$ cat src/core/work_bit_pkg.sv
// Purpose: Shared constants for the work bit logic evaluator.
// Assumes: Control clock of 10 MHz, one evaluation per control cycle strobe.
// Notes: Source codes index the selectable input table of every work bit.

package work_bit_pkg;

    // ------------------------------------------------------------------
    // Sizes
    // ------------------------------------------------------------------
    localparam int NUM_WORK_BITS = 8;
    localparam int NUM_INPUTS = 4;
    localparam int NUM_EVENTS = 6;
    localparam int CODE_W = 6;
    localparam int OP_W = 3;
    localparam int DELAY_W = 14;
    localparam int NUM_SOURCES = 47;

    // ------------------------------------------------------------------
    // Operation types
    // ------------------------------------------------------------------
    localparam logic [OP_W-1:0] OP_NONE = 3'h0;
    localparam logic [OP_W-1:0] OP_AB_OR_CD = 3'h1;
    localparam logic [OP_W-1:0] OP_AC_AND_BD = 3'h2;
    localparam logic [OP_W-1:0] OP_ANY = 3'h3;
    localparam logic [OP_W-1:0] OP_ALL = 3'h4;

    // ------------------------------------------------------------------
    // Source code positions
    // ------------------------------------------------------------------
    localparam int SRC_OFF = 0;
    localparam int SRC_ON = 1;
    localparam int SRC_POWER_UP = 2;
    localparam int SRC_EVENT = 3;
    localparam int SRC_ALARM = 9;
    localparam int SRC_HEAT = 13;
    localparam int SRC_COOL = 14;
    localparam int SRC_INPUT_ERROR = 15;
    localparam int SRC_HEATER_BURNOUT = 16;
    localparam int SRC_SSR_SHORT = 17;
    localparam int SRC_STATUS = 18;
    localparam int SRC_TIME_SIGNAL = 26;
    localparam int SRC_PROGRAM_END = 28;
    localparam int SRC_STAGE = 29;
    localparam int SRC_PROGRAM_NUM = 30;
    localparam int SRC_RESERVED = 33;
    localparam int SRC_SEGMENT = 34;
    localparam int SRC_WORK_BIT = 39;

    // ------------------------------------------------------------------
    // Timing and reset values
    // ------------------------------------------------------------------
    localparam int CLOCK_HZ = 10_000_000;
    localparam int SECOND_S = 1;
    localparam int CYCLES_PER_SECOND = CLOCK_HZ * SECOND_S;
    localparam int SECONDS_PER_MINUTE = 60;
    localparam logic [DELAY_W-1:0] DELAY_MAX = 14'h270f;
    localparam logic [DELAY_W-1:0] DELAY_RESET = 14'h0000;

endpackage

$ cat src/core/work_bit_logic_evaluator.sv
// Purpose: Eight configurable work bits with selectable inputs and delays.
// Assumes: cycle_tick pulses once per control cycle in the clk domain;
//          event inputs arrive from pins, all other status from logic.
// Notes: Delay settings above the range maximum are clamped.

`timescale 1ns/10ps

module work_bit_logic_evaluator
    import work_bit_pkg::*;
#(
    parameter int CYCLES_PER_SEC = CYCLES_PER_SECOND,
    parameter int N = NUM_WORK_BITS
) (
    // Clock and reset
    input wire logic clk,
    input wire logic rst,
    // Control cycle strobe
    input wire logic cycle_tick,
    // Configuration, one field per work bit except the shared delay_in_minutes
    input wire logic [N*OP_W-1:0] op_type,
    input wire logic [N*NUM_INPUTS*CODE_W-1:0] input_select,
    input wire logic [N*NUM_INPUTS-1:0] input_inverted,
    input wire logic [N-1:0] output_inverted,
    input wire logic [N*DELAY_W-1:0] on_delay,
    input wire logic [N*DELAY_W-1:0] off_delay,
    input wire logic delay_in_minutes,
    // External event pins
    input wire logic [NUM_EVENTS-1:0] event_in,
    // Controller status
    input wire logic [3:0] alarm,
    input wire logic heat_output,
    input wire logic cool_output,
    input wire logic input_error,
    input wire logic heater_burnout_alarm,
    input wire logic ssr_short_alarm,
    input wire logic auto_manual,
    input wire logic run_reset,
    input wire logic hold,
    input wire logic program_or_fixed_setpoint,
    input wire logic autotune,
    input wire logic ramp,
    input wire logic standby,
    input wire logic wait_state,
    input wire logic [1:0] time_signal,
    input wire logic program_end,
    input wire logic stage,
    input wire logic [2:0] program_number,
    input wire logic [4:0] segment_number,
    // Results
    output logic [N-1:0] work_bit
);

    // Time base widths follow the clock rate parameter
    localparam int PRE_W = $clog2(CYCLES_PER_SEC + 1);
    localparam logic [PRE_W-1:0] PRE_LAST = PRE_W'(CYCLES_PER_SEC - 1);
    localparam logic [5:0] MIN_LAST = 6'(SECONDS_PER_MINUTE - 1);

    // ------------------------------------------------------------------
    // Source selection
    // ------------------------------------------------------------------
    // Codes past the table read false, so a bad setting cannot turn on
    function automatic logic pick(input logic [NUM_SOURCES-1:0] src,
                                  input logic [CODE_W-1:0] code);
        logic res;
        res = 1'b0;
        if (code < CODE_W'(NUM_SOURCES)) begin
            res = src[code];
        end
        return res;
    endfunction

    // Unused and out-of-range types both read as no-operation
    function automatic logic op_is_off(input logic [OP_W-1:0] code);
        return (code == OP_NONE) || (code > OP_ALL);
    endfunction

    // ------------------------------------------------------------------
    // Event pin synchronisers
    // ------------------------------------------------------------------
    // Two stages, since the event pins are not timed to clk
    logic [NUM_EVENTS-1:0] event_meta;
    logic [NUM_EVENTS-1:0] event_sync;

    always_ff @(posedge clk or posedge rst) begin
        if (rst) begin
            event_meta <= '0;
            event_sync <= '0;
        end else begin
            event_meta <= event_in;
            event_sync <= event_meta;
        end
    end

    // ------------------------------------------------------------------
    // Power-up pulse
    // ------------------------------------------------------------------
    logic first_cycle;

    always_ff @(posedge clk or posedge rst) begin
        if (rst) begin
            first_cycle <= 1'b1;
        end else if (cycle_tick) begin
            first_cycle <= 1'b0;
        end
    end

    // ------------------------------------------------------------------
    // Delay time base
    // ------------------------------------------------------------------
    logic [PRE_W-1:0] prescale;
    logic [5:0] seconds;
    logic unit_pending;
    logic unit_tick;
    logic second_tick;

    // Free-running, so a delay may start anywhere within a unit
    assign second_tick = (prescale == PRE_LAST);
    assign unit_tick = second_tick &&
        (!delay_in_minutes || seconds == MIN_LAST);

    always_ff @(posedge clk or posedge rst) begin
        if (rst) begin
            prescale <= '0;
        end else if (second_tick) begin
            prescale <= '0;
        end else begin
            prescale <= prescale + 1'b1;
        end
    end

    // Minute phase follows this free-running seconds count
    always_ff @(posedge clk or posedge rst) begin
        if (rst) begin
            seconds <= '0;
        end else if (second_tick) begin
            seconds <= (seconds == MIN_LAST) ? 6'h00 : seconds + 6'h01;
        end
    end

    // Unit ticks wait for the next evaluation; a new tick wins over clear
    always_ff @(posedge clk or posedge rst) begin
        if (rst) begin
            unit_pending <= 1'b0;
        end else if (unit_tick) begin
            unit_pending <= 1'b1;
        end else if (cycle_tick) begin
            unit_pending <= 1'b0;
        end
    end

    // ------------------------------------------------------------------
    // Source table
    // ------------------------------------------------------------------
    logic [NUM_SOURCES-1:0] src;

    always_comb begin
        src = '0;
        src[SRC_OFF] = 1'b0;
        src[SRC_ON] = 1'b1;
        src[SRC_POWER_UP] = first_cycle;
        src[SRC_EVENT +: NUM_EVENTS] = event_sync;
        src[SRC_ALARM +: 4] = alarm;
        src[SRC_HEAT] = heat_output;
        src[SRC_COOL] = cool_output;
        src[SRC_INPUT_ERROR] = input_error;
        src[SRC_HEATER_BURNOUT] = heater_burnout_alarm;
        src[SRC_SSR_SHORT] = ssr_short_alarm;
        src[SRC_STATUS + 0] = auto_manual;
        src[SRC_STATUS + 1] = run_reset;
        src[SRC_STATUS + 2] = hold;
        src[SRC_STATUS + 3] = program_or_fixed_setpoint;
        src[SRC_STATUS + 4] = autotune;
        src[SRC_STATUS + 5] = ramp;
        src[SRC_STATUS + 6] = standby;
        src[SRC_STATUS + 7] = wait_state;
        src[SRC_TIME_SIGNAL +: 2] = time_signal;
        src[SRC_PROGRAM_END] = program_end;
        src[SRC_STAGE] = stage;
        src[SRC_PROGRAM_NUM +: 3] = program_number;
        src[SRC_RESERVED] = 1'b0;
        src[SRC_SEGMENT +: 5] = segment_number;
        // Registered values give each work bit last cycle's neighbours
        src[SRC_WORK_BIT +: NUM_WORK_BITS] = NUM_WORK_BITS'(work_bit);
    end

    // ------------------------------------------------------------------
    // Per work bit logic and delays
    // ------------------------------------------------------------------
    genvar g;
    generate
        for (g = 0; g < N; g++) begin : g_bit
            logic [NUM_INPUTS-1:0] in_val;
            logic [OP_W-1:0] op;
            logic combined;
            logic result;
            logic [DELAY_W-1:0] on_set;
            logic [DELAY_W-1:0] off_set;
            logic [DELAY_W-1:0] delay_set;
            logic [DELAY_W-1:0] count;
            logic op_off;
            logic flip;

            assign op = op_type[g*OP_W +: OP_W];
            assign op_off = op_is_off(op);
            // Settings past the top of the range clamp to it
            assign on_set = (on_delay[g*DELAY_W +: DELAY_W] > DELAY_MAX) ?
                DELAY_MAX : on_delay[g*DELAY_W +: DELAY_W];
            assign off_set = (off_delay[g*DELAY_W +: DELAY_W] > DELAY_MAX) ?
                DELAY_MAX : off_delay[g*DELAY_W +: DELAY_W];

            genvar k;
            for (k = 0; k < NUM_INPUTS; k++) begin : g_in
                assign in_val[k] = pick(src,
                    input_select[(g*NUM_INPUTS+k)*CODE_W +: CODE_W])
                    ^ input_inverted[g*NUM_INPUTS+k];
            end

            always_comb begin
                case (op)
                    OP_AB_OR_CD: begin
                        combined = (in_val[0] & in_val[1]) |
                                   (in_val[2] & in_val[3]);
                    end
                    OP_AC_AND_BD: begin
                        combined = (in_val[0] | in_val[2]) &
                                   (in_val[1] | in_val[3]);
                    end
                    OP_ANY: begin
                        combined = |in_val;
                    end
                    OP_ALL: begin
                        combined = &in_val;
                    end
                    default: begin
                        combined = 1'b0;
                    end
                endcase
            end

            // Inversion does not apply to no-operation: it stays off
            assign result = op_off ? 1'b0 :
                combined ^ output_inverted[g];
            assign delay_set = result ? on_set : off_set;
            // A change is due once the selected delay has run out
            assign flip = !op_off && result != work_bit[g] &&
                (delay_set == DELAY_RESET ||
                 (unit_pending && count + 1'b1 >= delay_set));

            always_ff @(posedge clk or posedge rst) begin
                if (rst) begin
                    count <= DELAY_RESET;
                end else if (cycle_tick) begin
                    // Clearing on the flip leaves no credit from the old edge
                    if (result == work_bit[g] || op_off || flip) begin
                        count <= DELAY_RESET;
                    end else if (unit_pending) begin
                        count <= count + 1'b1;
                    end
                end
            end

            always_ff @(posedge clk or posedge rst) begin
                if (rst) begin
                    work_bit[g] <= 1'b0;
                end else if (cycle_tick) begin
                    // Forcing off wins over a change still waiting
                    if (op_off) begin
                        work_bit[g] <= 1'b0;
                    end else if (flip) begin
                        work_bit[g] <= result;
                    end
                end
            end
        end
    endgenerate

endmodule

$ cat config.mk
export PLATFORM = sky130hd
export DESIGN_NAME = work_bit_logic_evaluator
export DESIGN_NICKNAME = d
export VERILOG_FILES = /design/src/core/work_bit_pkg.sv /design/src/core/work_bit_logic_evaluator.sv
export SDC_FILE = /design/constraint.sdc
export NUM_CORES = 1
export LEC_CHECK = 0
export BUFFER_PORTS_ARGS = -buffer_cell sky130_fd_sc_hd__buf_2
export CELL_PAD_IN_SITES_DETAIL_PLACEMENT = 1
export CELL_PAD_IN_SITES_GLOBAL_PLACEMENT = 2
export CORE_MARGIN = 4
export CORE_UTILIZATION = 35
export CTS_CLUSTER_DIAMETER = 50
export DETAILED_ROUTE_END_ITERATION = 7
export PLACE_DENSITY = 0.88
export SLEW_MARGIN = 20
export SYNTH_ARGS = -nofsm -noshare
export SYNTH_HDL_FRONTEND = slang
export SYNTH_SLANG_ARGS = --single-unit
$ cat constraint.sdc
create_clock -name clk -period 13.74 [get_ports clk]
set_input_delay 0.687 -clock clk [delete_from_list [all_inputs] [get_ports clk]]
set_output_delay 0.687 -clock clk [all_outputs]
set_load 0.02 [all_outputs]
# == Word-level counts from Yosys, hierarchy flattened ==
# Cells that the tools add are included.
# op_classes
shift,0
n_lt_le_gt_ge,96
n_mul,0
n_mux,172
n_eq_ne,50
n_reduce_logical,132
n_bitwise,88
add_sub_neg,10
div,0
# ops
operator,count
2-to-1 mux 14 bit,40
> comparator 14 bit (second input constant),16
less-than comparator 6 x 7 -> 1 bit (second input constant),32
binary-select mux 1 bit (select 6 bit),32
less-than comparator 6 bit (second input constant),32
adder 14 x 1 -> 14 bit (second input constant),8
greater-or-equal comparator 14 bit,8
logical NOT 14 bit,8
2-to-1 mux 1 bit,90
== test 3 x 2 -> 1 bit (second input constant),16
XOR 1 bit,40
nonzero test 2 bit,17
logical OR 1 bit,33
case mux 1 bit (4 select lines),8
AND reduction 2 bit,16
AND reduction 4 bit,8
OR reduction 4 bit,8
logical AND 1 bit,25
adder 24 x 1 -> 24 bit (second input constant),1
AND 1 bit,24
== test 24 bit (second input constant),1
== test 3 x 1 -> 1 bit (second input constant),8
== test 3 bit (second input constant),8
> comparator 3 bit (second input constant),8
other kinds (9),61
# totals
latch_bits,0
mem_bits_ro,0
input_bits,519
mem_bits_rw,0
out_inout_bits,8
ff_bits,164
wordCells,570
mem_count,0

# == Longest topological paths before layout ==
# Gate-level depths: netlist of run 1.
# logic_depth
depth_word,17
mapped_depth,35
mapped_depth_nobuf,28

# == Least setup slack after synthesis of run 1 ==
# No wires, ideal clock.
# synth_path
path_type,in2reg
start,input port input_select[162]
end,register g_bit[6].count[6]
path_stages,30
t_required_ns,13.662
arrival_ns,7.257
setup_slack_ns,6.405
setup_ns,0.078
n_path_buf,4
path_cell_list,clkbuf_1 clkbuf_1 mux4_2 mux4_2 nand3b_1 o21ai_0 xor2_1 a221oi_1 nor4b_1 a221oi_1 xnor2_1 nand2b_1 clkbuf_1 clkbuf_1 o31ai_1 ha_1 a21o_1 a21oi_1 o221ai_1 a21o_1 a21o_1 a21o_1 a21o_1 a21oi_1 nor2_1 a2111oi_0 o21ai_1 nor4_1 a21oi_1 o2bb2ai_1
# synth_via
elab_chain_len,17
word_cells_on_any_way,28
classes_between,order compare: 2; eq/ne: 2; mux: 7; bitwise: 6; reduce/logical: 11
# synth_lines
item,line,text
"start, declared",work_bit_logic_evaluator.sv:21,"input wire logic [N*NUM_INPUTS*CODE_W-1:0] input_select,"
binary-select mux 1 bit (select 6 bit),work_bit_logic_evaluator.sv:67,res = src[code];
2-to-1 mux 1 bit (not written as such),work_bit_logic_evaluator.sv:67,
2-to-1 mux 1 bit *,work_bit_logic_evaluator.sv:66,if (code < CODE_W'(NUM_SOURCES)) begin
XOR 1 bit *,work_bit_logic_evaluator.sv:215,^ input_inverted[g*NUM_INPUTS+k];
OR 1 bit / AND 1 bit (equally long branches),"work_bit_logic_evaluator.sv:226, work_bit_logic_evaluator.sv:222",
AND 1 bit / OR 1 bit (equally long branches),"work_bit_logic_evaluator.sv:225, work_bit_logic_evaluator.sv:221",
case mux 1 bit (4 select lines) *,work_bit_logic_evaluator.sv:219,case (op)
XOR 1 bit *,work_bit_logic_evaluator.sv:242,combined ^ output_inverted[g];
2-to-1 mux 1 bit *,work_bit_logic_evaluator.sv:241,assign result = op_off ? 1'b0 :
2-to-1 mux 14 bit,work_bit_logic_evaluator.sv:243,assign delay_set = result ? on_set : off_set;
greater-or-equal comparator 14 bit,work_bit_logic_evaluator.sv:247,(unit_pending && count + 1'b1 >= delay_set));
logical AND 1 bit,work_bit_logic_evaluator.sv:247,
logical OR 1 bit,work_bit_logic_evaluator.sv:246,(delay_set == DELAY_RESET ||
logical AND 1 bit,work_bit_logic_evaluator.sv:245,assign flip = !op_off && result != work_bit[g] &&
logical OR 1 bit *,work_bit_logic_evaluator.sv:254,if (result == work_bit[g] || op_off || flip) begin
nonzero test 2 bit (no line),--,
AND reduction 2 bit (no line),--,
"end signal, assigned",work_bit_logic_evaluator.sv:257,count <= count + 1'b1;
"end, declared",work_bit_logic_evaluator.sv:199,logic [DELAY_W-1:0] count;
# Every way passes the cells marked *; elsewhere a longest branch is shown, timed or not. The select of a mux whose other input is x is not followed.
# A chain may end at the register's enable or synchronous reset.

# == Worst setup path after layout of run 1 ==
# layout_path
start,register event_sync[0]
end,register g_bit[0].count[9]
# layout_via
elab_chain_len,17
word_cells_on_any_way,41
classes_between,order compare: 1; eq/ne: 2; mux: 16; bitwise: 11; reduce/logical: 11
# layout_lines
item,line,text
"start, declared",work_bit_logic_evaluator.sv:82,logic [NUM_EVENTS-1:0] event_sync;
"start signal, assigned",work_bit_logic_evaluator.sv:90,event_sync <= event_meta;
binary-select mux 1 bit (select 6 bit),work_bit_logic_evaluator.sv:67,
2-to-1 mux 1 bit (not written as such),work_bit_logic_evaluator.sv:67,
2-to-1 mux 1 bit,work_bit_logic_evaluator.sv:66,
XOR 1 bit,work_bit_logic_evaluator.sv:215,
"OR 1 bit, or another cell as far along",work_bit_logic_evaluator.sv:225,combined = (in_val[0] | in_val[2]) &
AND 1 bit / OR 1 bit (equally long branches),"work_bit_logic_evaluator.sv:225, work_bit_logic_evaluator.sv:221",
case mux 1 bit (4 select lines) *,work_bit_logic_evaluator.sv:219,
XOR 1 bit *,work_bit_logic_evaluator.sv:242,
2-to-1 mux 1 bit *,work_bit_logic_evaluator.sv:241,
2-to-1 mux 14 bit,work_bit_logic_evaluator.sv:243,
greater-or-equal comparator 14 bit,work_bit_logic_evaluator.sv:247,
logical AND 1 bit,work_bit_logic_evaluator.sv:247,
logical OR 1 bit,work_bit_logic_evaluator.sv:246,
logical AND 1 bit,work_bit_logic_evaluator.sv:245,
logical OR 1 bit *,work_bit_logic_evaluator.sv:254,
nonzero test 2 bit (no line),--,
AND reduction 2 bit (no line),--,
"end signal, assigned",work_bit_logic_evaluator.sv:257,
"end, declared",work_bit_logic_evaluator.sv:199,
# Marks and branches as above.

==> results of run 1 <==
## how the worst min path moves through the flow
| stage | endpoint | slack (ps) | depth (start not counted) |
|---|---|---|---|
| 5_1_grt | g_bit[3].count[7] | 220 | 2 |
| 3_5_place_dp | event_sync[1] | 340 | 0 |
| 4_1_cts | g_bit[3].count[5] | 190 | 2 |
| 2_1_floorplan | event_sync[0] | 330 | 0 |
| 3_3_place_gp | event_sync[1] | 330 | 0 |
| 6_report | g_bit[3].count[7] | 210 | 2 |
## layout make-up
cell class              count  area (um2)
fillers                  9288       47320
multi-input cells        2492       22240
flip-flops and latches    164        4105
repair buffers            579        3030
well taps                1050        1314
clock buffers              18       429.2
inverters                  93       354.1
clock inverters            13       141.4
diodes                     27       67.56
## power groups by stage
stage                     registers [mW]  clock network (mW)  logic (mW)
after floorplan                    0.497                   0       0.561
after global placement             0.496                   0       0.845
after detailed placement           0.496                   0       0.867
after CTS                          0.486               0.510       0.872
after global routing               0.486               0.526       0.948
final                              0.486               0.491       0.889
## logic make-up (layout without fill, tap and decap cells)
family	count (synthesis)	count (layout)
AO/OA/AOI/OAI	686	686
buffers and inverters	415	703
AND/OR/NAND/NOR	1023	1023
multiplexers	534	534
adder cells (fa/ha/maj)	131	131
other	0	27
flip-flops	164	164
XOR/XNOR	118	118
## registers in the layout, indices dropped and copies added, names as in the netlist
name	count
prescale	24
event_sync	6
seconds	6
first_cycle	1
work_bit	8
unit_pending	1
event_meta	6
g_bit.count	112
## worst register-to-register path, delay by kind of cell, from the launching register on
kind | cells | cell delay [ps]
AO/OA/AOI/OAI | 16 | 3480
XOR/XNOR | 2 | 870
adder cells (fa/ha/maj) | 1 | 290
buffers and inverters | 4 | 1310
flip-flops | 1 | 630
multiplexers | 1 | 460
AND/OR/NAND/NOR | 7 | 1690
## cells in the mapped netlist (43+ instances only)
| master | instances |
|---|---|
| mux4_2 | 333 |
| nand2_1 | 262 |
| clkbuf_1 | 246 |
| mux2i_1 | 181 |
| nor2_1 | 178 |
| dfrtp_1 | 163 |
| o21ai_0 | 141 |
| a21oi_1 | 130 |
| ha_1 | 130 |
| nand3_1 | 125 |
| inv_1 | 93 |
| a31oi_1 | 68 |
| xor2_1 | 63 |
| nor4_1 | 62 |
| a21o_1 | 61 |
| xnor2_1 | 53 |
| nor2b_1 | 51 |
| nand2b_1 | 50 |
| buf_1 | 47 |
| and3_1 | 45 |
| o31ai_1 | 44 |
| a22o_1 | 43 |
## layer usage
metal  vias to the layer above  routed length [um]
met2                      1791               57600
met5                         -                 114
li1                      12508                   -
met4                        16                6553
met1                     14302               45080
met3                       455               13700
==> load_flow_metrics.sql, run 1 <==
INSERT INTO impl_metrics (metric_group, metric, value, unit) VALUES
('clock_network', 'clock_tree.htree_level_count', '4', ''),
('global_routing', 'groute.layer.met1.usage', '33.83', '%'),
('die', 'placement_rows', '103', ''),
('synth', 'synth_fa_ha_area_share', '5.858', '%'),
('sta', 'finClkSkew', '13.69', 'ps'),
('clock_network', 'insertion_delay', '490', 'ps'),
('synth', 'synthMuxAreaShare', '34.25', '%'),
('global_routing', 'grt-ovfl-total', '0', ''),
('synth', 'asyncSetResetFlopFracSynth', '100.0', '%'),
('sta', 'timing.final.max_slew_violations', '0', ''),
('synth', 'synth_compound_gate_area_share', '16.54', '%'),
('power_and_ir_drop', 'power_per_cell_area', '58.91', 'nW/um2'),
('synth', 'post_synth_instance_area', '27940', 'um2'),
('synth', 'dominantRegCellSynth', 'dfrtp_1', ''),
('global_routing', 'globalRoute.busiestLayer', 'met2', ''),
('clock_network', 'cts.path.max_buffers', '2', ''),
('finish', 'layout_commonest_cell', 'buf_2', ''),
('global_routing', 'grt_start_max_net_pins', '64', ''),
('placement', 'place.detailed.instances', '4377', ''),
('sta', 'setup_viol', '0', ''),
('placement', 'post_dp_cell_area', '31030', 'um2'),
('sta', 'tightestPinTransition', '1072', 'ps'),
('sta', 'final_critical_path_setup_slack', '4963', 'ps'),
('setup_path', 'critical_path.endpoint', 'g_bit[0].count[9]', ''),
('min_path', 'min-delay-path-class', 'input port to asynchronous set/reset pin', ''),
('synth', 'synth-xor-area-share', '3.803', '%'),
('placement', 'routabilityCongestion', '0.9070', ''),
('clock_network', 'cts_hold_buf', '0', ''),
('synth', 'synth.largest_area_cell', 'mux4_2', ''),
('power_and_ir_drop', 'total_power', '1.866', 'mW'),
('synth', 'synth.area.top_cells', 'mux4_2 (27%), dfrtp_1 (15%), mux2i_1 (6.5%)', ''),
('die', 'core-area', '79000', 'um2'),
('setup_path', 'reg2reg_depth', '31', ''),
('synth', 'synth_top_area_share', '26.85', '%'),
('setup_path', 'worstSetupPathType', 'register to register', ''),
('sta', 'worst_slew_margin_rel', '27.80', '%'),
('global_routing', 'grtUsageMet3', '8.513', '%'),
('synth', 'synth.ff_latch_count', '164', ''),
('detailed_routing', 'vias', '29072', ''),
('die', 'die_w', '290.5', 'um'),
('global_routing', 'groute.usage.overall', '28.16', '%'),
('power_and_ir_drop', 'p_int', '1.110', 'mW'),
('power_and_ir_drop', 'vdd_ir_max', '0.00008883', 'V'),
('die', 'ios', '527', ''),
('status', 'run_status', 'finished, final reports clean', ''),
('placement', 'dpl.hpwl', '90.68', 'mm'),
('finish', 'layout.cell_area.non_filler', '31680', 'um2'),
('synth', 'synth_enable_flop_cells', '0', ''),
('global_routing', 'first_pass_grt_wire_length', '185.4', 'mm'),
('finish', 'syn2layout_area_growth', '13.39', '%'),
('sta', 'grt_setup_unrepaired', 'false', ''),
('synth', 'synth.net_count', '3720', ''),
('setup_path', 'startpoint', 'event_sync[0]', ''),
('synth', 'yosys.cell_types.count', '92', ''),
('setup_path', 'critPathArrivalTime', '9200', 'ps'),
('detailed_routing', 'drt_iter0_drc', '2662', ''),
('clock_network', 'cts_inserted_buffers', '17', ''),
('die', 'floorplan.die.height', '290.5', 'um'),
('power_and_ir_drop', 'power.static_leakage', '13.89', 'nW'),
('finish', 'mostFrequentLayoutCells', 'buf_2 (526), mux4_2 (333), nand2_1 (262)', ''),
('placement', 'pre_cts_slack', '4977', 'ps'),
('synth', 'syn_avg_cell_area', '9.097', 'um2'),
('detailed_routing', 'routed_wirelength', '123.0', 'mm'),
('sta', 'timing.final.hold_violations', '0', ''),
('setup_path', 'startpoint_type', 'register', ''),
('clock_network', 'path_clk_slew', '80', 'ps'),
('sta', 'finalHoldWorstSlack', '213.5', 'ps'),
('setup_path', 'worst_path_max_delay_cell', 'dfrtp_1', ''),
('clock_network', 'cts_tree', 'done', ''),
('synth', 'synth-warning-count', '0', ''),
('power_and_ir_drop', 'sequentialPowerShare', '26.1', '%');
Power figures use the tool's default switching activity.
==> run 2, diff against run 1 <==
--- a/config.mk
+++ b/config.mk
@@ -5,14 +5,15 @@
 export SDC_FILE = /design/constraint.sdc
 export NUM_CORES = 1
 export LEC_CHECK = 0
+export ABC_AREA = 1
 export BUFFER_PORTS_ARGS = -buffer_cell sky130_fd_sc_hd__buf_2
 export CELL_PAD_IN_SITES_DETAIL_PLACEMENT = 1
 export CELL_PAD_IN_SITES_GLOBAL_PLACEMENT = 2
 export CORE_MARGIN = 4
-export CORE_UTILIZATION = 35
+export CORE_UTILIZATION = 26
 export CTS_CLUSTER_DIAMETER = 50
 export DETAILED_ROUTE_END_ITERATION = 7
-export PLACE_DENSITY = 0.88
+export PLACE_DENSITY = 0.84
 export SLEW_MARGIN = 20
 export SYNTH_ARGS = -nofsm -noshare
 export SYNTH_HDL_FRONTEND = slang
==> constraint.sdc (replaced) <==
create_clock -name clk -period 7.4 [get_ports clk]
set_input_delay 0.37 -clock clk [delete_from_list [all_inputs] [get_ports clk]]
set_output_delay 0.37 -clock clk [all_outputs]
set_load 0.02 [all_outputs]
==> load_flow_metrics.sql, run 2 <==
INSERT INTO impl_metrics (metric_group, metric, value, unit) VALUES
('synth', 'synth_compound_gate_area_share', '12.45', '%'),
('finish', 'layout.cell_area.non_filler', '37800', 'um2'),
('sta', 'setup_viol', '0', ''),
('synth', 'syn_avg_cell_area', '5.225', 'um2'),
('synth', 'synth_top_area_share', '26.47', '%'),
('synth', 'synth_enable_flop_cells', '0', ''),
('die', 'start_util', '26.30', '%'),
('synth', 'synth-warning-count', '0', ''),
('sta', 'timing.final.hold_violations', '0', ''),
('clock_network', 'insertion_delay', '500', 'ps'),
('clock_network', 'path_clk_slew', '90', 'ps'),
('detailed_routing', 'drt_iter0_drc', '4008', ''),
('die', 'die_w', '368.3', 'um'),
('sta', 'finClkSkew', '32.54', 'ps'),
('placement', 'place.detailed.instances', '8427', ''),
('synth', 'synth.ff_latch_count', '164', ''),
('finish', 'largest_register_ff_count', '112', ''),
('clock_network', 'post_cts_setup_inserts', '0', ''),
('clock_network', 'cts_tree', 'done', ''),
('synth', 'yosys.cell_types.count', '51', ''),
('finish', 'final_cell_count_no_fill', '8498', ''),
('detailed_routing', 'dr.pass1.iters', '5', ''),
('synth', 'synth-xor-area-share', '1.946', '%'),
('clock_network', 'clock_tree.htree_level_count', '4', ''),
('placement', 'pre_cts_slack', '1334', 'ps'),
('setup_path', 'r2r_setup_slack', '1400', 'ps'),
('die', 'core-area', '128300', 'um2'),
('clock_network', 'clock_sink_count', '164', ''),
('synth', 'synth_cells', '6461', ''),
('sta', 'finalCriticalPeriod', '5995', 'ps'),
('sta', 'timing.final.max_slew_violations', '0', ''),
('clock_network', 'clock_tree.root_cell', 'clkbuf_16', ''),
('synth', 'synth_fa_ha_area_share', '4.818', '%'),
('sta', 'clock.fmax', '166.8', 'MHz'),
('global_routing', 'antenna_violations_before_repair', '82', ''),
('detailed_routing', 'route.antenna.remaining_nets', '0', ''),
('global_routing', 'grt-ovfl-total', '0', ''),
('finish', 'drive_gt1_share', '12.14', '%'),
('synth', 'synthMuxAreaShare', '0', '%'),
('power_and_ir_drop', 'power_per_cell_area', '117.7', 'nW/um2'),
('sta', 'tightestPinTransition', '1235', 'ps'),
('run', 'timing.max_cap.violations', '0', ''),
('synth', 'post_synth_and_or_nand_nor_area_fraction', '53.90', '%'),
('finish', 'most_flops_register', 'g_bit.count', ''),
('synth', 'synth.area.top_cells', 'nand2_1 (26%), nand3_1 (13%), dfrtp_1 (12%)', ''),
('min_path', 'min-delay-path-class', 'input port to register', ''),
('global_routing', 'groute.usage.overall', '25.96', '%'),
('sta', 'tns', '0', 'ps'),
('synth', 'post_synth_most_frequent_cells', 'nand2_1 (2381), nand3_1 (904), inv_1 (717)', ''),
('setup_path', 'required_time_of_the_critical_path', '7780', 'ps'),
('finish', 'mostFrequentLayoutCells', 'nand2_1 (2381), nand3_1 (904), inv_1 (706)', ''),
('placement', 'numPortBuffers', '526', ''),
('die', 'placement_rows', '131', ''),
('synth', 'asyncSetResetFlopFracSynth', '100.0', '%'),
('placement', 'dpl.hpwl', '135.7', 'mm'),
('synth', 'synth.largest_area_cell', 'nand2_1', ''),
('synth', 'dominant_combinational_cell_family_by_area_after_synthesis', 'simple AND/OR/NAND/NOR gates', ''),
('finish', 'syn2layout_area_growth', '11.97', '%'),
('die', 'floorplan.die.height', '368.3', 'um'),
('setup_path', 'crit_path_end_kind', 'register', ''),
('global_routing', 'grt_start_max_net_pins', '71', ''),
('clock_network', 'cts_inserted_buffers', '17', ''),
('global_routing', 'first_pass_grt_wire_length', '272.0', 'mm'),
('detailed_routing', 'drc_errors', '0', ''),
('setup_path', 'crit_path_max_cell_delay', '1080', 'ps'),
('setup_path', 'worst_path_max_delay_cell', 'dfstp_2', ''),
('detailed_routing', 'routed_wirelength', '184.7', 'mm'),
('sta', 'grt_setup_unrepaired', 'false', ''),
('detailed_routing', 'vias', '45022', ''),
('placement', 'routabilityCongestion', '0.9338', ''),
('synth', 'ys_seq_area_share', '12.16', '%'),
('setup_path', 'worstSetupPathType', 'register to register', ''),
('synth', 'post_synth_instance_area', '33760', 'um2'),
('setup_path', 'critPathArrivalTime', '6370', 'ps'),
('global_routing', 'number_of_global_route_vias_before_repair', '44366', ''),
('finish', 'layout_commonest_cell', 'nand2_1', ''),
('clock_network', 'cts.path.max_buffers', '2', ''),
('clock_network', 'post_cts_resize_count', '0', ''),
('sta', 'final_critical_path_setup_slack', '1405', 'ps'),
('power_and_ir_drop', 'vdd_ir_max', '0.0001504', 'V'),
('power_and_ir_drop', 'power.static_leakage', '20.74', 'nW'),
('finish', 'final_net_count', '7373', ''),
('setup_path', 'startpoint_type', 'register', ''),
('detailed_routing', 'drt-wirelength-per-cell', '21.73', 'um'),
('setup_path', 'worstPathMaxFanout', '19', ''),
('die', 'area_of_the_die', '135700', 'um2'),
('finish', 'reg_top3', 'g_bit.count (112), prescale (24), work_bit (8)', ''),
('setup_path', 'crit_path_frequent_cell', 'nand2_1', ''),
('sta', 'post-route-period-util', '81.02', '%'),
('synth', 'dominantRegCellSynth', 'dfrtp_1', ''),
('die', 'ios', '527', ''),
('clock_network', 'cts_hold_buf', '7', ''),
('sta', 'worst_slew_margin_rel', '17.14', '%'),
('detailed_routing', 'avgViaCountPerCell', '5.298', ''),
('placement', 'post_dp_cell_area', '37020', 'um2'),
('power_and_ir_drop', 'total_power', '4.448', 'mW'),
('synth', 'synth.net_count', '7110', ''),
('status', 'run_status', 'finished, final reports clean', ''),
('synth', 'yosys.cell_count.top_type', 'nand2_1', ''),
('finish', 'fill_cells', '17693', '');
-- run 2: changes by cell type in the layout (fill, tap and decap cells not counted), sizes merged, moves of 51 or more --
cell    delta
a21o      -59
a21oi    +161
a31oi     -68
inv      +674
mux2i    -181
mux4     -335
nand2   +2140
nand3    +800
nand4    +139
nor2     +369
nor2b     -51
o211ai    +65
o21ai    +104
-- run 2: cell type report --
cell class	instances	area [um2]	share of cell area (%)
Multi-Input combinational cell	5159	24680	65.30
Sequential cell	164	4109	10.87
Timing Repair Buffer	590	3158	8.355
Inverter	792	2980	7.885
Tap cell	1729	2163	5.723
Clock buffer	18	439.2	1.162
Clock inverter	14	186.4	0.4932
Antenna cell	32	80.08	0.2119
-- run 2: cells by family after synthesis --
kind of cell | after synthesis
AND/OR/NAND/NOR | 4225
buffers and inverters | 1138
AO/OA/AOI/OAI | 729
flip-flops | 164
adder cells (fa/ha/maj) | 130
XOR/XNOR | 75
-- run 2: power breakdown --
part	total [mW]	internal, mW	switching [mW]
Combinational	2.46	0.701	1.76
Clock	0.993	0.496	0.497
Sequential	0.991	0.926	0.0652
Total	4.45	2.12	2.32
-- run 2: path summary, 6_finish.rpt --
| path | startpoint | end | cells past startpoint |
|---|---|---|---|
| min in group asynchronous | rst | g_bit[1].count[12] | 3 |
| max in group asynchronous | rst | work_bit[6] | 4 |
| hold reg to reg | event_meta[4] | event_sync[4] | 0 |
| hold / removal | delay_in_minutes | unit_pending | 4 |
| setup / recovery | first_cycle | g_bit[5].count[2] | 35 |
| setup reg to reg | first_cycle | g_bit[5].count[2] | 35 |
-- run 2: worst max-delay path: cells and delay by family (launching register included) --
| family | cells | cell delay [ps] |
|---|---|---|
| compound gates | 7 | 810 |
| fa+ha+maj | 1 | 290 |
| buf+inv | 3 | 430 |
| flops | 1 | 1080 |
| simple gates | 24 | 3230 |
-- run 2: stage by stage --
step | utilization [%] | hold WS [ps]
after floorplan | - | 331.2
after global placement | 28.85 | 333.1
after detailed placement | 28.85 | 341.1
after CTS | 29.39 | 120.5
after global routing | 29.43 | 171.3
final | 29.45 | 158.1
-- run 2: metal layers --
layer	track usage (%)	routed length [um]	vias up
met3	5.759	15430	453
met4	10.96	7937	36
li1	-	-	21377
met1	32.78	77120	21447
met2	42.51	83950	1709
met5	0	255	-
